==> config.mk <==
export PLATFORM = sky130hd
export DESIGN_NAME = mdf_fault_power
export DESIGN_NICKNAME = d
export VERILOG_FILES = /design/src/inc/mdf_pkg.sv /design/src/inc/mdf_timer_if.sv /design/src/hw/mdf_pd_timer.sv /design/src/hw/mdf_fault_power.sv
export VERILOG_INCLUDE_DIRS = /design/src /design/src/inc
export SDC_FILE = /design/constraint.sdc
export NUM_CORES = 1
export LEC_CHECK = 0
export ABC_AREA = 1
export BUFFER_PORTS_ARGS = -buffer_cell sky130_fd_sc_hd__clkbuf_2
export CORE_MARGIN = 2
export CORE_UTILIZATION = 25
export CTS_BUF_LIST = sky130_fd_sc_hd__clkbuf_16
export DETAILED_ROUTE_END_ITERATION = 10
export HOLD_SLACK_MARGIN = 0.02
export MAX_ROUTING_LAYER = met4
export PLACE_DENSITY_LB_ADDON = 0.25
export SYNTH_ARGS = -nofsm -noshare
export SYNTH_HDL_FRONTEND = slang
export SYNTH_SLANG_ARGS = --single-unit
==> constraint.sdc <==
create_clock -name clk_i -period 3.8 [get_ports clk_i]
set_clock_uncertainty 0.1 [all_clocks]
set_input_delay 0.19 -clock clk_i [delete_from_list [all_inputs] [get_ports clk_i]]
set_output_delay 0.19 -clock clk_i [all_outputs]
set_load 0.05 [all_outputs]
==> src/inc/mdf_defines.svh <==
`ifndef MDF_DEFINES_SVH
`define MDF_DEFINES_SVH

// Clock and timer clock rates, in Hz.
`define MDF_CLK_HZ 100_000_000
`define MDF_CLK_PERIOD_NS 10
`define MDF_RATE0_HZ 10_000_000
`define MDF_RATE1_HZ 1_000_000
`define MDF_RATE2_HZ 100_000
`define MDF_RATE3_HZ 10_000
`define MDF_DIV0 (`MDF_CLK_HZ / `MDF_RATE0_HZ)
`define MDF_DIV1 (`MDF_CLK_HZ / `MDF_RATE1_HZ)
`define MDF_DIV2 (`MDF_CLK_HZ / `MDF_RATE2_HZ)
`define MDF_DIV3 (`MDF_CLK_HZ / `MDF_RATE3_HZ)

// Position-detect timer width and overflow.
`define MDF_TMR_W 12
`define MDF_TMR_MAX 12'hfff
`define MDF_PRE_W 14

// Lock retry step in ns; retry is (setting + 1) steps.
`define MDF_RETRY_UNIT_NS 1_000_000

// Field encodings.
`define MDF_STARTUP_PD 2'h2
`define MDF_OV_LATCHED 1'b0
`define MDF_OV_AUTO 1'b1
`define MDF_SPEED_I2C 2'h2
`define MDF_SPEED_FREQ 2'h3
`define MDF_PROFILE_DEF 2'h0

// Standby threshold scaling.
`define MDF_I2C_FULL_SCALE 24'h00_7fff
`define MDF_PCT_FULL 24'h00_0064
`define MDF_PCT_MIN 8'h01
`define MDF_FREQ_MIN_HZ 16'h0003

// Supply release margin and temperature codes.
`define MDF_OV_MARGIN 8'h0a
`define MDF_T_OTW 8'h8c
`define MDF_T_OTW_HYS 8'h0a
`define MDF_T_TSD 8'ha5
`define MDF_T_TSD_HYS 8'h14

`endif

==> src/inc/mdf_pkg.sv <==
package mdf_pkg;

  typedef enum logic [2:0] {
    PD_IDLE,
    PD_WAIT,
    PD_RISE,
    PD_DECAY,
    PD_RETRY
  } mdf_pd_state_t;

  typedef enum logic [1:0] {
    PWR_ACTIVE,
    PWR_STANDBY,
    PWR_SLEEP
  } mdf_pwr_state_t;

  typedef logic [1:0] mdf_rate_t;

endpackage

==> src/inc/mdf_timer_if.sv <==
`timescale 1ns/1ps
`include "mdf_defines.svh"

interface mdf_timer_if;
  logic start;
  logic abort;
  logic cond;
  logic busy;
  logic success;
  logic timeout;
  logic retry;
  logic [`MDF_TMR_W-1:0] count;
  mdf_pkg::mdf_rate_t rate;

  modport timer (input start, input abort, input cond,
                 output busy, output success, output timeout, output retry, output count, output rate);
  modport ctrl (output start, output abort, output cond,
                input busy, input success, input timeout, input retry, input count, input rate);
endinterface

==> src/hw/mdf_pd_timer.sv <==
`timescale 1ns/1ps
`include "mdf_defines.svh"

module mdf_pd_timer #(
  parameter int DIV0 = `MDF_DIV0,
  parameter int DIV1 = `MDF_DIV1,
  parameter int DIV2 = `MDF_DIV2,
  parameter int DIV3 = `MDF_DIV3
) (
  // Clock and reset
  input wire logic clk_i,
  input wire logic rstn_i,
  // Timer control
  mdf_timer_if.timer tmr
);
  import mdf_pkg::*;

  logic busy_reg;
  logic success_reg;
  logic timeout_reg;
  logic retry_reg;
  logic [`MDF_TMR_W-1:0] count_reg;
  mdf_rate_t rate_reg;
  logic [`MDF_PRE_W-1:0] pre_reg;
  logic [`MDF_PRE_W-1:0] pre_limit;
  logic tick;

  always_comb begin
    unique case (rate_reg)
      2'h0: pre_limit = `MDF_PRE_W'(DIV0 - 1);
      2'h1: pre_limit = `MDF_PRE_W'(DIV1 - 1);
      2'h2: pre_limit = `MDF_PRE_W'(DIV2 - 1);
      2'h3: pre_limit = `MDF_PRE_W'(DIV3 - 1);
    endcase
  end

  assign tick = busy_reg && (pre_reg == pre_limit);

  always_ff @(posedge clk_i or negedge rstn_i) begin
    if (!rstn_i) begin
      pre_reg <= '0;
    end else if (!busy_reg || tick) begin
      pre_reg <= '0;
    end else begin
      pre_reg <= pre_reg + `MDF_PRE_W'(1);
    end
  end

  // Each search opens at the fastest rate for full resolution.
  always_ff @(posedge clk_i or negedge rstn_i) begin
    if (!rstn_i) begin
      busy_reg <= 1'b0;
      success_reg <= 1'b0;
      timeout_reg <= 1'b0;
      retry_reg <= 1'b0;
      count_reg <= '0;
      rate_reg <= 2'h0;
    end else begin
      success_reg <= 1'b0;
      timeout_reg <= 1'b0;
      retry_reg <= 1'b0;
      if (!busy_reg) begin
        if (tmr.start) begin
          busy_reg <= 1'b1;
          count_reg <= '0;
          rate_reg <= 2'h0;
        end
      end else if (tmr.abort) begin
        busy_reg <= 1'b0;
      end else if (tmr.cond) begin
        busy_reg <= 1'b0;
        success_reg <= 1'b1;
      end else if (tick) begin
        if (count_reg == `MDF_TMR_MAX) begin
          count_reg <= '0;
          if (rate_reg == 2'h3) begin
            busy_reg <= 1'b0;
            timeout_reg <= 1'b1;
          end else begin
            rate_reg <= rate_reg + 2'h1;
            retry_reg <= 1'b1;
          end
        end else begin
          count_reg <= count_reg + `MDF_TMR_W'(1);
        end
      end
    end
  end

  assign tmr.busy = busy_reg;
  assign tmr.success = success_reg;
  assign tmr.timeout = timeout_reg;
  assign tmr.retry = retry_reg;
  assign tmr.count = count_reg;
  assign tmr.rate = rate_reg;

endmodule // mdf_pd_timer

==> src/hw/mdf_fault_power.sv <==
// Behaviour
// Latched overvoltage floats bridge till clear.
// Auto overvoltage clears below margin.
// Measuring rise timeout sets flag.
// Weak back-EMF sets measure flag.
// 12-bit pulse rise/decay timers.
// Rise rates 10 MHz, 1 MHz, 100 kHz, 10 kHz.
// All rates overflow: rise timeout.
// Same for decay: decay timeout.
// Timeouts reported when enabled.
// Early pulse: pulse-rate fault.
// Position fault: float, then retry.
// Reported warning: pin low, flags.
// Warning keeps driving; pin freed cool.
// Warning flag holds till clear and cool.
// Shutdown: FETs, pump off, pin low, flags.
// Shutdown recovers once cooled.
// Shutdown flag held till clear; always on.
// Idle: sleep if select 1, else standby.
// Sleep turns off supplies and I2C.
// Standby: supplies on till speed reaches threshold.
// I2C threshold max(1%, hys)*32767 or 0.
// Frequency threshold at least 3 Hz.
// Host clears once cause is gone.
// Auto faults release after retry time.
`timescale 1ns/1ps
`include "mdf_defines.svh"

module mdf_fault_power #(
  parameter int DIV3_CYCLES = `MDF_DIV3,
  parameter int RETRY_UNIT_CYCLES = `MDF_RETRY_UNIT_NS / `MDF_CLK_PERIOD_NS
) (
  // Clock and reset
  input wire logic clk_i,
  input wire logic rstn_i,
  // Fault clear command
  input wire logic fault_clear_i,
  // Supply supervision
  input wire logic [7:0] supply_level_i,
  input wire logic [7:0] overvoltage_threshold_i,
  input wire logic overvoltage_response_i,
  // Parameter measurement
  input wire logic measure_rl_active_i,
  input wire logic measure_backemf_active_i,
  input wire logic measure_backemf_valid_i,
  input wire logic [11:0] measured_backemf_i,
  input wire logic [11:0] stationary_threshold_i,
  // Initial position detect
  input wire logic [1:0] startup_method_i,
  input wire logic position_detect_start_i,
  input wire logic position_detect_end_i,
  input wire logic position_pulse_cmd_i,
  input wire logic [11:0] phase_current_i,
  input wire logic [11:0] position_pulse_current_limit_i,
  input wire logic position_timeout_report_enable_i,
  input wire logic position_pulse_rate_report_enable_i,
  input wire logic [2:0] lock_retry_time_i,
  // Thermal
  input wire logic [7:0] die_temp_i,
  input wire logic thermal_warning_report_enable_i,
  // Power mode and speed command
  input wire logic low_power_select_i,
  input wire logic [1:0] speed_mode_i,
  input wire logic [1:0] profile_config_i,
  input wire logic [7:0] duty_hysteresis_i,
  input wire logic [14:0] digital_speed_i,
  input wire logic [15:0] speed_freq_i,
  input wire logic [15:0] input_max_freq_i,
  input wire logic speed_pin_idle_i,
  input wire logic speed_pin_wake_i,
  // Status flags
  output logic overvoltage_flag_o,
  output logic measure_position_timeout_flag_o,
  output logic measure_backemf_flag_o,
  output logic position_rise_timeout_flag_o,
  output logic position_decay_timeout_flag_o,
  output logic position_pulse_rate_flag_o,
  output logic thermal_warning_flag_o,
  output logic thermal_shutdown_flag_o,
  output logic temperature_event_flag_o,
  output logic driver_fault_flag_o,
  // Position-detect progress
  output logic position_pulse_on_o,
  output logic position_retry_o,
  output logic [11:0] position_rise_count_o,
  output logic [11:0] position_decay_count_o,
  // Power and bridge enables
  output logic bridge_hiz_o,
  output logic charge_pump_en_o,
  output logic sense_amp_en_o,
  output logic buck_en_o,
  output logic ldo_en_o,
  output logic i2c_en_o,
  output logic [1:0] power_state_o,
  // Open-drain fault pin
  output logic fault_out_n_o,
  output logic fault_out_n_oe_n_o
);
  import mdf_pkg::*;

  mdf_timer_if rise_if();
  mdf_timer_if decay_if();

  mdf_pd_timer #(
    .DIV0(`MDF_DIV0),
    .DIV1(`MDF_DIV1),
    .DIV2(`MDF_DIV2),
    .DIV3(DIV3_CYCLES)
  ) u_rise (
    .clk_i(clk_i),
    .rstn_i(rstn_i),
    .tmr(rise_if.timer)
  );

  mdf_pd_timer #(
    .DIV0(`MDF_DIV0),
    .DIV1(`MDF_DIV1),
    .DIV2(`MDF_DIV2),
    .DIV3(DIV3_CYCLES)
  ) u_decay (
    .clk_i(clk_i),
    .rstn_i(rstn_i),
    .tmr(decay_if.timer)
  );

  // Supply supervision.
  logic ov_latch_reg;
  logic ov_auto_reg;
  logic supply_over;
  logic supply_release;
  logic [8:0] release_level;

  assign supply_over = supply_level_i > overvoltage_threshold_i;
  assign release_level = {1'b0, overvoltage_threshold_i} - {1'b0, `MDF_OV_MARGIN};
  assign supply_release = !release_level[8] && ({1'b0, supply_level_i} < release_level);

  // A standing overvoltage beats a clear.
  always_ff @(posedge clk_i or negedge rstn_i) begin
    if (!rstn_i) begin
      ov_latch_reg <= 1'b0;
    // latched overvoltage
    end else if (supply_over && overvoltage_response_i == `MDF_OV_LATCHED) begin
      ov_latch_reg <= 1'b1;
    end else if (fault_clear_i) begin
      ov_latch_reg <= 1'b0;
    end
  end

  always_ff @(posedge clk_i or negedge rstn_i) begin
    if (!rstn_i) begin
      ov_auto_reg <= 1'b0;
    // self-clearing overvoltage
    end else if (supply_over && overvoltage_response_i == `MDF_OV_AUTO) begin
      ov_auto_reg <= 1'b1;
    end else if (supply_release || overvoltage_response_i != `MDF_OV_AUTO) begin
      ov_auto_reg <= 1'b0;
    end
  end

  // Position-detect sequencing.
  mdf_pd_state_t pd_state_reg;
  logic [31:0] retry_cnt_reg;
  logic [31:0] retry_limit;
  logic rise_fault;
  logic decay_fault;
  logic rate_fault;
  logic pd_fault;
  logic pd_enabled;
  logic meas_pulse;

  assign pd_enabled = startup_method_i == `MDF_STARTUP_PD;
  assign retry_limit = 32'(RETRY_UNIT_CYCLES) * (32'(lock_retry_time_i) + 32'h0000_0001);
  assign meas_pulse = measure_rl_active_i && position_pulse_cmd_i && !rise_if.busy && !decay_if.busy;
  // timeout reporting gate
  assign rise_fault = pd_state_reg == PD_RISE && rise_if.timeout && position_timeout_report_enable_i;
  assign decay_fault = pd_state_reg == PD_DECAY && decay_if.timeout && position_timeout_report_enable_i;
  // pulse before decay
  assign rate_fault = position_pulse_rate_report_enable_i && position_pulse_cmd_i &&
                      (pd_state_reg == PD_RISE || pd_state_reg == PD_DECAY);
  assign pd_fault = rise_fault || decay_fault || rate_fault;

  // pulse timing
  assign rise_if.start = (pd_state_reg == PD_WAIT && position_pulse_cmd_i) || meas_pulse;
  assign decay_if.start = rise_if.success || (rise_if.timeout && !rise_fault && pd_state_reg == PD_RISE);
  // abort on fault
  assign rise_if.abort = pd_fault || position_detect_end_i;
  assign decay_if.abort = pd_fault || position_detect_end_i;
  // threshold reached
  assign rise_if.cond = phase_current_i >= position_pulse_current_limit_i;
  // decay reaches zero
  assign decay_if.cond = phase_current_i == 12'h000;

  always_ff @(posedge clk_i or negedge rstn_i) begin
    if (!rstn_i) begin
      pd_state_reg <= PD_IDLE;
    end else if (position_detect_end_i || !pd_enabled) begin
      pd_state_reg <= PD_IDLE;
    end else begin
      unique case (pd_state_reg)
        PD_IDLE: begin
          if (position_detect_start_i) begin
            pd_state_reg <= PD_WAIT;
          end
        end
        PD_WAIT: begin
          if (position_pulse_cmd_i) begin
            pd_state_reg <= PD_RISE;
          end
        end
        PD_RISE: begin
          if (pd_fault) begin
            pd_state_reg <= PD_RETRY;
          end else if (decay_if.start) begin
            pd_state_reg <= PD_DECAY;
          end
        end
        PD_DECAY: begin
          if (pd_fault) begin
            pd_state_reg <= PD_RETRY;
          end else if (decay_if.success || decay_if.timeout) begin
            pd_state_reg <= PD_WAIT;
          end
        end
        // release after retry time
        PD_RETRY: begin
          if (retry_cnt_reg >= retry_limit - 32'h0000_0001) begin
            pd_state_reg <= PD_WAIT;
          end
        end
      endcase
    end
  end

  always_ff @(posedge clk_i or negedge rstn_i) begin
    if (!rstn_i) begin
      retry_cnt_reg <= '0;
    end else if (pd_state_reg != PD_RETRY) begin
      retry_cnt_reg <= '0;
    end else begin
      retry_cnt_reg <= retry_cnt_reg + 32'h0000_0001;
    end
  end

  always_ff @(posedge clk_i or negedge rstn_i) begin
    if (!rstn_i) begin
      position_retry_o <= 1'b0;
      position_pulse_on_o <= 1'b0;
      position_rise_count_o <= '0;
      position_decay_count_o <= '0;
    end else begin
      // automatic retry strobe
      position_retry_o <= pd_state_reg == PD_RETRY && retry_cnt_reg >= retry_limit - 32'h0000_0001;
      position_pulse_on_o <= rise_if.busy;
      if (rise_if.success) begin
        position_rise_count_o <= rise_if.count;
      end
      if (decay_if.success) begin
        position_decay_count_o <= decay_if.count;
      end
    end
  end

  // Sticky flags: set beats clear.
  always_ff @(posedge clk_i or negedge rstn_i) begin
    if (!rstn_i) begin
      position_rise_timeout_flag_o <= 1'b0;
      position_decay_timeout_flag_o <= 1'b0;
      position_pulse_rate_flag_o <= 1'b0;
      measure_position_timeout_flag_o <= 1'b0;
      measure_backemf_flag_o <= 1'b0;
    end else begin
      // rise timeout flag
      position_rise_timeout_flag_o <= rise_fault || (position_rise_timeout_flag_o && !fault_clear_i);
      // decay timeout flag
      position_decay_timeout_flag_o <= decay_fault || (position_decay_timeout_flag_o && !fault_clear_i);
      position_pulse_rate_flag_o <= rate_fault || (position_pulse_rate_flag_o && !fault_clear_i);
      // measurement timeout
      measure_position_timeout_flag_o <= (measure_rl_active_i && rise_if.timeout) ||
                                         (measure_position_timeout_flag_o && !fault_clear_i);
      // weak back-EMF
      measure_backemf_flag_o <= (measure_backemf_active_i && measure_backemf_valid_i &&
                                 measured_backemf_i < stationary_threshold_i) ||
                                (measure_backemf_flag_o && !fault_clear_i);
    end
  end

  // Thermal supervision.
  logic warn_reg;
  logic tsd_reg;
  logic clear_pending_reg;
  logic warn_hot;
  logic warn_cool;
  logic tsd_hot;
  logic tsd_cool;

  assign warn_hot = die_temp_i > `MDF_T_OTW;
  assign warn_cool = die_temp_i < (`MDF_T_OTW - `MDF_T_OTW_HYS);
  assign tsd_hot = die_temp_i > `MDF_T_TSD;
  assign tsd_cool = die_temp_i < (`MDF_T_TSD - `MDF_T_TSD_HYS);

  always_ff @(posedge clk_i or negedge rstn_i) begin
    if (!rstn_i) begin
      warn_reg <= 1'b0;
    // warning detect
    end else if (warn_hot && thermal_warning_report_enable_i) begin
      warn_reg <= 1'b1;
    // warning release
    end else if (warn_cool || !thermal_warning_report_enable_i) begin
      warn_reg <= 1'b0;
    end
  end

  // No enable: shutdown cannot be disabled.
  always_ff @(posedge clk_i or negedge rstn_i) begin
    if (!rstn_i) begin
      tsd_reg <= 1'b0;
    // shutdown detect
    end else if (tsd_hot) begin
      tsd_reg <= 1'b1;
    // shutdown recovery
    end else if (tsd_cool) begin
      tsd_reg <= 1'b0;
    end
  end

  // A clear given while warm with no warning active waits for the die to cool.
  always_ff @(posedge clk_i or negedge rstn_i) begin
    if (!rstn_i) begin
      clear_pending_reg <= 1'b0;
    end else if (warn_reg) begin
      clear_pending_reg <= 1'b0;
    end else if (fault_clear_i) begin
      clear_pending_reg <= 1'b1;
    end else if (warn_cool) begin
      clear_pending_reg <= 1'b0;
    end
  end

  always_ff @(posedge clk_i or negedge rstn_i) begin
    if (!rstn_i) begin
      thermal_warning_flag_o <= 1'b0;
      thermal_shutdown_flag_o <= 1'b0;
      temperature_event_flag_o <= 1'b0;
      driver_fault_flag_o <= 1'b0;
    end else begin
      // warning flag hold
      thermal_warning_flag_o <= warn_reg ||
                                (thermal_warning_flag_o && !((fault_clear_i || clear_pending_reg) && warn_cool));
      // shutdown flag latch
      thermal_shutdown_flag_o <= tsd_reg || (thermal_shutdown_flag_o && !fault_clear_i);
      temperature_event_flag_o <= warn_reg || tsd_reg ||
                                  (temperature_event_flag_o && !(fault_clear_i && warn_cool));
      driver_fault_flag_o <= tsd_reg || (driver_fault_flag_o && !fault_clear_i);
    end
  end

  // Standby threshold and power mode.
  logic [7:0] hys_pct;
  logic [23:0] i2c_prod;
  logic [23:0] freq_prod;
  logic [14:0] i2c_thr;
  logic [15:0] freq_thr;
  logic idle;
  mdf_pwr_state_t pwr_state_reg;

  assign hys_pct = (duty_hysteresis_i < `MDF_PCT_MIN) ? `MDF_PCT_MIN : duty_hysteresis_i;
  assign i2c_prod = (24'(hys_pct) * `MDF_I2C_FULL_SCALE) / `MDF_PCT_FULL;
  assign freq_prod = (24'(hys_pct) * 24'(input_max_freq_i)) / `MDF_PCT_FULL;

  always_comb begin
    // I2C standby threshold
    i2c_thr = (profile_config_i == `MDF_PROFILE_DEF) ? i2c_prod[14:0] : 15'h0000;
    // frequency threshold floor
    if (profile_config_i != `MDF_PROFILE_DEF || freq_prod[15:0] < `MDF_FREQ_MIN_HZ) begin
      freq_thr = `MDF_FREQ_MIN_HZ;
    end else begin
      freq_thr = freq_prod[15:0];
    end
    unique case (speed_mode_i)
      `MDF_SPEED_I2C: idle = (digital_speed_i < i2c_thr) || (digital_speed_i == 15'h0000);
      `MDF_SPEED_FREQ: idle = speed_freq_i < freq_thr;
      default: idle = speed_pin_idle_i;
    endcase
  end

  always_ff @(posedge clk_i or negedge rstn_i) begin
    if (!rstn_i) begin
      pwr_state_reg <= PWR_STANDBY;
    end else begin
      unique case (pwr_state_reg)
        // idle mode choice
        PWR_ACTIVE: begin
          if (idle) begin
            pwr_state_reg <= low_power_select_i ? PWR_SLEEP : PWR_STANDBY;
          end
        end
        // wait for speed
        PWR_STANDBY: begin
          if (!idle) begin
            pwr_state_reg <= PWR_ACTIVE;
          end else if (low_power_select_i) begin
            pwr_state_reg <= PWR_SLEEP;
          end
        end
        PWR_SLEEP: begin
          if (speed_pin_wake_i) begin
            pwr_state_reg <= PWR_ACTIVE;
          end
        end
        default: pwr_state_reg <= PWR_STANDBY;
      endcase
    end
  end

  // A warning alone never stops the bridge.
  logic sleeping;
  logic fault_low;

  assign sleeping = pwr_state_reg == PWR_SLEEP;
  assign fault_low = ov_latch_reg || ov_auto_reg || warn_reg || tsd_reg || pd_state_reg == PD_RETRY;

  always_ff @(posedge clk_i or negedge rstn_i) begin
    if (!rstn_i) begin
      bridge_hiz_o <= 1'b1;
      charge_pump_en_o <= 1'b0;
      sense_amp_en_o <= 1'b0;
      buck_en_o <= 1'b0;
      ldo_en_o <= 1'b0;
      i2c_en_o <= 1'b0;
      power_state_o <= 2'h0;
      overvoltage_flag_o <= 1'b0;
      fault_out_n_oe_n_o <= 1'b1;
    end else begin
      // sleep shutdown
      bridge_hiz_o <= ov_latch_reg || ov_auto_reg || tsd_reg || pd_state_reg == PD_RETRY ||
                      pwr_state_reg != PWR_ACTIVE;
      charge_pump_en_o <= !tsd_reg && !sleeping;
      sense_amp_en_o <= !sleeping;
      buck_en_o <= !sleeping;
      ldo_en_o <= !sleeping;
      i2c_en_o <= !sleeping;
      power_state_o <= pwr_state_reg;
      overvoltage_flag_o <= ov_latch_reg || ov_auto_reg;
      fault_out_n_oe_n_o <= !fault_low;
    end
  end

  assign fault_out_n_o = 1'b0;

endmodule // mdf_fault_power

* Word-level counts from Yosys, hierarchy flattened
Cells that the tools add are included.
** Word-level totals
- Bits in registers :: 146
- Output and inout port bits :: 46
- Word-level logic and storage cells :: 299
** Operators by class
- Add/subtract/negate cells :: 10
- Multipliers :: 3
- Div/mod/pow operators :: 2
- $lt $le $gt $ge :: 13
- Equality and inequality tests :: 38
- Muxes and demuxes :: 93
- Bitwise logic cells :: 1
- Reduce and logical (&&, ||, !) cells :: 100
** Operator list (count)
- 12-bit two-way mux :: 12
- 14-bit case mux with 4 select lines :: 2
- 1-bit two-way mux :: 43
- 2-bit two-way mux :: 19
- 1-bit logical AND :: 34
- 32-bit by 1-bit adder with 32-bit output, second input constant :: 1
- 32-bit >= comparator :: 1
- 1-bit logical OR :: 32
- 32-bit two-way mux :: 1
- 14-bit by 1-bit adder with 14-bit output, second input constant :: 2
- 14-bit equality test :: 2
- 14-bit two-way mux :: 2
- 12-bit by 1-bit adder with 12-bit output, second input constant :: 2
- 23-bit by 7-bit divider with 24-bit output, second input constant :: 1
- 24-bit by 7-bit divider with 24-bit output, second input constant :: 1
- 12-bit equality test, second input constant :: 2
- 8-bit by 16-bit multiplier with 24-bit output :: 1
- 3-bit two-way mux :: 8
- 2-bit != test, second input constant :: 12
- 8-bit by 15-bit multiplier with 23-bit output, second input constant :: 1
- 21-bit by 1-bit subtractor with 22-bit output, second input constant :: 1
- 2-bit equality test, second input constant :: 8
- 8-bit greater-than comparator, second input constant :: 2
- 16-bit less-than comparator :: 1
- 38 further kinds :: 69

* Longest topological paths before layout
Gate-level depths: netlist (run 1).
- Word-level depth :: 11
- Depth in mapped cells :: 137
- Depth with buffers taken out :: 135

* Modules after synthesis
A second synthesis (run 1) with hierarchy kept.
** Unflattened totals
- Cell total of the unflattened synthesis :: 3244
- Area total of the unflattened synthesis :: 22720.5 µm²
** Modules (own cells, without submodules)
- mdf_fault_power :: times used 1, cells each 2736, area each 18989.5 µm², seq. area each 2105.8 µm²
- mdf_pd_timer (u_decay) :: times used 1, cells each 254, area each 1866.8 µm², seq. area each 800.8 µm²
- mdf_pd_timer (u_rise) :: times used 1, cells each 254, area each 1864.3 µm², seq. area each 800.8 µm²

* Least setup slack after synthesis (run 1)
Ideal clock, no wire load.
- Kind :: input -> register
- From :: in duty_hysteresis_i[4]
- To :: reg pwr_state_reg[0]
- Setup time :: 69 ps
- Arrival time :: 13160 ps
- Setup slack :: -9529 ps
- Stages on the path :: 112
- Buffers on the path :: 3
- Cells stage by stage :: clkbuf_1 inv_1 nand4_1 nor4_1 nor2_1 inv_1 clkbuf_1 nor2_1 fa_1 fa_1 fa_1 inv_1 fa_1 inv_1 ha_1 nand2_1 inv_1 a21oi_1 (+76 left out) nand2_1 nand2_1 nand2_1 inv_1 clkbuf_1 nand2_1 ha_1 a21oi_1 nor2_1 a211oi_1 nand2_1 nand2_1 nand2_1 nand2_1 nand2_1 nand2_1 nand2_1 o21ai_2
** Between the ends
- Cells in the longest elaborated chain, start to end :: 11
- Elaborated cells between the ends (all ways) :: 19
- Classes of those cells :: 2 x mul; 2 x div; 4 x order compare; 2 x eq/ne; 6 x mux; 3 x reduce/logical
** RTL lines
- from (decl) :: RTL line mdf_fault_power.sv:65 : input wire logic [7:0] duty_hysteresis_i,
- 8-bit by 1-bit less-than comparator with 1-bit output (no line)
- 8-bit two-way mux (*) :: RTL line mdf_fault_power.sv:366 : assign hys_pct = (duty_hysteresis_i < `MDF_PCT_MIN) ? `MDF_PCT_MIN : duty_hysteresis_i;
- 8-bit by 16-bit multiplier with 24-bit output :: RTL line mdf_fault_power.sv:368 : assign freq_prod = (24'(hys_pct) * 24'(input_max_freq_i)) / `MDF_PCT_FULL;
- 24-bit by 7-bit divider with 24-bit output (no line)
- 16-bit by 2-bit less-than comparator with 1-bit output (no line)
- 1-bit logical OR (no line)
- 16-bit two-way mux :: RTL line mdf_fault_power.sv:374 : if (profile_config_i != `MDF_PROFILE_DEF || freq_prod[15:0] < `MDF_FREQ_MIN_HZ) begin
- 16-bit less-than comparator :: RTL line mdf_fault_power.sv:381 : `MDF_SPEED_FREQ: idle = speed_freq_i < freq_thr;
- 1-bit case mux with 2 select lines (*) :: RTL line mdf_fault_power.sv:379 : unique case (speed_mode_i)
- 3-bit != test (no line), or another cell as far along
- 3-bit AND reduction (no line) / 2-bit case mux with 3 select lines (equally long branches)
- to (signal assigned) :: RTL line mdf_fault_power.sv:394 : pwr_state_reg <= low_power_select_i ? PWR_SLEEP : PWR_STANDBY;
- to (decl) :: RTL line mdf_fault_power.sv:364 : mdf_pwr_state_t pwr_state_reg;
Mark *: on every way between the ends. The rest lies on a longest branch, timed or not.
A chain may end at the register's enable or synchronous reset.

* Final worst setup path (run 1)
- From :: in duty_hysteresis_i[6]
- To :: reg pwr_state_reg[0]
The elaborated chain is that of the path after synthesis.

==> flow_metrics.py, run 1 <==
metrics = {
    "synth": {
        "syn_nets": 3633,
        "synth.avg_cell_area_um2": 7.053,
        "ys_ff_latch": 146,
        "synth_edf_count": 0,
        "synth_cells": 3159,
        "ys.flop_type": "dfrtp_1",
        "ys_types": 77,
        "synthesis.area_um2": 22280,
        "synth-seq-area-share_pct": 16.42,
        "synthArstFlopShare_pct": 100.0,
        "synth_warnings": 0,
    },
    "timing": {
        "tightest_slew_ps": 904.6,
        "setup_ws_ps": -9487,
        "setup_violations": 6,
        "slew_headroom_pct": 39.47,
        "period_needed_ps": 13290,
        "fmaxAchievable_ghz": 0.07526,
        "hold_viol_final": 0,
        "fin_crit_sh_pct": 349.6,
        "rsz0062_at_grt": "true",
        "finalMaxSlewViolations": 0,
        "fin_hold_ws_ps": 57.30,
    },
    "critical_path": {
        "crit_type": "input port to flip-flop",
        "crit_path_top_delay_cell": "fa_1",
        "critPathArrivalTime_ps": 13550,
        "crit_top_cell": "nand2_4",
        "max_stage_delay_ps": 550,
        "critPathMaxFanout": 8,
        "worst_ep_required_time_ps": 4060,
        "crit_path_start_kind": "input port",
        "setup.worst_path.end_class": "flip-flop",
    },
    "detailed_routing": {
        "drt-vias-per-instance": 4.275,
        "drt-pass1-iter-count": 5,
        "vias": 21740,
        "wl_per_cell_um": 11.74,
        "wirelength_mm": 59.69,
        "detail-route-antenna-nets": 0,
        "drtIter0Drc": 880,
        "drc": 0,
    },
    "global_route": {
        "grt_pass1_wl_mm": 100.4,
        "grt.total_usage_pct": 13.38,
        "overflow": 0,
        "grt_max_degree": 84,
        "grt_pass1_vias": 21340,
        "antenna_found_initial": 1,
    },
    "clock_tree": {
        "clk_pin_slew_ps": 70,
        "cts_tree": "built",
        "htree_levels": 4,
        "clock-sinks": 146,
        "clock_path_buffers": 2,
        "numCtsBuffers": 17,
        "clk_latency_ps": 430,
        "clock-root-buffer": "clkbuf_16",
    },
    "finish": {
        "largest_reg_flops": 32,
        "layout_commonest_cell": "nand2_1",
        "syn_to_final_growth_pct": 39.25,
        "nets": 4380,
        "final_cell_mix": "628 x nand2_1, 551 x inv_1, 544 x buf_4",
        "drive_gt1_share_pct": 35.16,
    },
    "min_path": {
        "hold_class": "input port to flip-flop",
    },
    "floorplan": {
        "chipHeight_um": 302.5,
        "ios": 198,
        "dieArea_um2": 91520,
        "die_x_um": 302.5,
        "coreArea_um2": 88370,
        "fp-row-count": 109,
        "start_util_pct": 25.21,
    },
    "placed_design": {
        "place.gp.congestion": 0.8283,
        "place.port_buffers": 196,
        "hpwl_mm": 49.80,
    },
    "outcome": {
        "violations": "setup timing",
        "outcome": "finished with violations",
    },
    "job": {
        "drv_cap": 0,
    },
}
## Yosys cell counts, types with 28 or more instances
cell	n	area (µm²)
inv_1	570	2140
nand2_4	94	1059
dfrtp_1	143	3578
ha_1	209	2615
nor2_1	239	897.1
nor3_1	56	280.3
xor2_1	60	525.5
fa_1	113	2262
nand2_2	134	838.3
nand2_1	671	2519
o21ai_0	100	500.5
clkbuf_1	28	105.1
nand3_1	183	915.9
a21oi_1	151	755.7
nand4_1	55	344.1
o21ai_1	36	180.2
## metal layers
| layer | up-vias | GRT usage [%] | share of wire (%) |
|---|---|---|---|
| li1 | 11570 | - | - |
| met4 | 0 | 2.099 | 1.2 |
| met5 | - | - | 0 |
| met2 | 178 | 23.46 | 49 |
| met3 | 32 | 1.024 | 1.8 |
| met1 | 9961 | 17.07 | 48 |
## critical path, delay by kind of cell
family	cells	cell delay, ps
fa+ha+maj	7	2770
simple gates	80	7450
buf+inv	20	1890
xor+xnor	2	440
compound gates	6	770
## worst paths after layout
kind	from	end	slack (ps)	cells past startpoint
worst max-delay path	duty_hysteresis_i[6]	pwr_state_reg[0]	-9490	115
worst min-delay path	measure_backemf_active_i	measure_backemf_flag_o	60	4
worst max register to register	retry_cnt_reg[0]	retry_cnt_reg[31]	400	22
worst min register to register	pwr_state_reg[0]	power_state_o[0]	350	0
max in group asynchronous	rstn_i	bridge_hiz_o	2440	3
min in group asynchronous	rstn_i	position_rise_count_o[0]	290	2
## logic make-up after synthesis
logic type      Yosys count  synth area share, %
simple gates           1575                36.92
compound gates          380                9.924
flops                   146                16.42
fa+ha+maj               322                21.89
xor+xnor                 86                3.600
mux                       2               0.1011
other cells               1              0.01683
buf+inv                 647                11.13
## timing repair
| item | in CTS | in global routing |
|---|---|---|
| hold buffers | 16 | 0 |
| cloned | 1 | 1 |
| gates resized for setup | 84 | 159 |
| endpoints found under the setup margin | 6 | 13 |
| pin swaps | 60 | 125 |
| setup buffers | 28 | 27 |
| endpoints found under the hold margin | 94 | 0 |
## area by class of cell
class                   instances  area (µm²)
fillers                      9491       57350
clock inverters                15       166.4
repair buffers                765        5378
clock buffers                  17       425.4
flip-flops and latches        146        3657
repair inverters                2       16.27
inverters                     608        2354
diodes                          1       2.502
multi-input cells            2366       17570
well taps                    1165        1458
## stage by stage
| step | instance area (µm²) | util (%) | std cells | setup TNS (ps) | setup WS [ps] |
|---|---|---|---|---|---|
| 2_1_floorplan | 22760 | - | 3159 | -20700 | -9046 |
| 3_3_place_gp | 28820 | 32.61 | 4985 | -25650 | -10130 |
| 3_5_place_dp | 28820 | 32.61 | 4985 | -26020 | -10340 |
| 4_1_cts | 30130 | 34.10 | 5059 | -20550 | -9333 |
| 5_1_grt | 31020 | 35.10 | 5085 | -24260 | -10580 |
| 6_report | 31020 | 35.10 | 5085 | -20970 | -9487 |
Power of run 1 is not shown: default switching activity piles up to over one toggle a cycle in this logic, so the estimate is an artifact.
==> run 2, diff against run 1 <==
- SETUP_SLACK_MARGIN: unset -> 0.1
- SLEW_MARGIN: unset -> 30
==> run 2 against run 1 <==
Net effect: the flow still finishes with violations (setup timing); final area is 1.4% higher; sequential share of layout area is 0.17 points lower; maximum frequency is 0.15% higher; clock-buffer cell count stayed put; worst hold slack better by 2.2 ps; die area stayed put; global-route usage is 0.22 points higher; critical endpoint is now pwr_state_reg[1].
==> flow_metrics.py, run 2 (same netlist as run 1, synthesis figures left out) <==
metrics = {
    "outcome": {
        "violations": "setup timing",
        "outcome": "finished with violations",
    },
    "clock_tree": {
        "cts_tree": "built",
        "clk_pin_slew_ps": 70,
        "clk_latency_ps": 430,
        "htree_levels": 4,
        "clock_path_buffers": 2,
        "clock-sinks": 146,
        "numCtsBuffers": 17,
        "clock-root-buffer": "clkbuf_16",
    },
    "timing": {
        "period_needed_ps": 13270,
        "rsz0062_at_grt": "true",
        "tightest_slew_ps": 972.1,
        "finalMaxSlewViolations": 0,
        "hold_viol_final": 0,
        "setup_violations": 6,
        "fmaxAchievable_ghz": 0.07537,
        "slew_headroom_pct": 34.95,
        "fin_crit_sh_pct": 349.1,
        "setup_ws_ps": -9467,
    },
    "finish": {
        "final_core_utilization_pct": 35.61,
        "fin_cells": 5133,
        "final_cell_area_um2": 31470,
        "drive_gt1_share_pct": 36.15,
        "nets": 4428,
        "syn_to_final_growth_pct": 41.26,
        "fillers": 9465,
        "layout_commonest_cell": "nand2_1",
        "largest_reg_flops": 32,
        "final_cell_mix": "623 x nand2_1, 590 x buf_4, 551 x inv_1",
    },
    "global_route": {
        "grt_pass1_wl_mm": 102.1,
        "grt_util_met3_pct": 1.239,
        "grt_max_degree": 84,
        "antenna_found_initial": 1,
        "busiest_layer": "met2",
        "grt.total_usage_pct": 13.60,
        "use_met2_pct": 23.83,
        "overflow": 0,
        "grt_pass1_vias": 21670,
        "met1_usage_pct": 17.12,
    },
    "critical_path": {
        "crit_path_top_delay_cell": "fa_1",
        "critPathMaxFanout": 7,
        "critPathArrivalTime_ps": 13530,
        "crit_type": "input port to flip-flop",
        "worst_ep_required_time_ps": 4070,
        "setup.worst_path.end_class": "flip-flop",
        "crit_path_start_kind": "input port",
        "crit_top_cell": "nand2_4",
        "max_stage_delay_ps": 560,
    },
    "detailed_routing": {
        "detail-route-antenna-nets": 0,
        "vias": 21920,
        "wl_per_cell_um": 11.76,
        "drt-vias-per-instance": 4.269,
        "drtIter0Drc": 810,
        "wirelength_mm": 60.35,
        "drc": 0,
        "drt-pass1-iter-count": 4,
    },
    "floorplan": {
        "chipHeight_um": 302.5,
        "dieArea_um2": 91520,
        "coreArea_um2": 88370,
        "fp-row-count": 109,
        "die_x_um": 302.5,
        "ios": 198,
        "start_util_pct": 25.21,
    },
    "min_path": {
        "hold_class": "input port to flip-flop",
    },
    "placed_design": {
        "place.gp.congestion": 0.8283,
        "pre_cts_ws_ps": -10340,
        "hpwl_mm": 49.80,
        "placedInstanceArea_um2": 28820,
        "place.port_buffers": 196,
        "dp_cells": 4985,
    },
    "job": {
        "drv_cap": 0,
    },
}
run 2: cell types whose count changed in the layout (fill, tap and decap cells not counted), sizes merged:
cell and change:
buf +49, inv -1
run 2: metrics by stage:
step	hold slack, ps	TNS (ps)
floorplan	-205.6	-20700
global placement	216.5	-25650
detailed placement	216.0	-26020
CTS	40.87	-20390
global route	81.68	-24420
finish	59.49	-20950
run 2: final cells by class:
cell class                 instances  area (µm²)  area share, %
multi-input combinational       2366       17640          56.05
timing repair buffer             814        5761          18.30
sequential                       146        3657          11.62
inverter                         608        2354          7.478
tap                             1165        1458          4.632
clock buffer                      17       425.4          1.352
clock inverter                    15       166.4         0.5288
timing repair inverter             1       7.507        0.02385
antenna                            1       2.502       0.007951
run 2: routing by layer:
layer  wire length (µm)  vias to the layer above
met5                  0                        -
met4                901                        0
met3               1223                       42
met2              29770                      185
met1              28450                    10030
li1                   -                    11660
run 2: worst paths after layout:
kind	from	end	slack (ps)	cells past startpoint
setup / recovery	duty_hysteresis_i[6]	pwr_state_reg[1]	-9470	114
hold / removal	measure_backemf_active_i	measure_backemf_flag_o	60	4
setup reg to reg	retry_cnt_reg[0]	retry_cnt_reg[31]	490	22
hold reg to reg	pwr_state_reg[0]	power_state_o[0]	350	0
max in group asynchronous	rstn_i	bridge_hiz_o	2430	3
min in group asynchronous	rstn_i	position_rise_count_o[0]	290	2
run 2: worst max-delay path, delay by kind of cell:
kind	cells	cell delay [ps]
buf+inv	12	1130
xor+xnor	3	650
fa+ha+maj	7	2680
simple gates	87	8220
compound gates	5	600
run 2: what timing repair did:
| action | CTS | global route |
|---|---|---|
| gates resized for setup | 144 | 120 |
| hold buffers | 16 | 0 |
| setup buffers | 82 | 21 |
| endpoints found under the setup margin | 6 | 14 |
| pin swaps | 122 | 71 |
| endpoints found under the hold margin | 94 | 0 |
| cloned | 1 | 0 |
Power of run 2 is left out for the same reason.
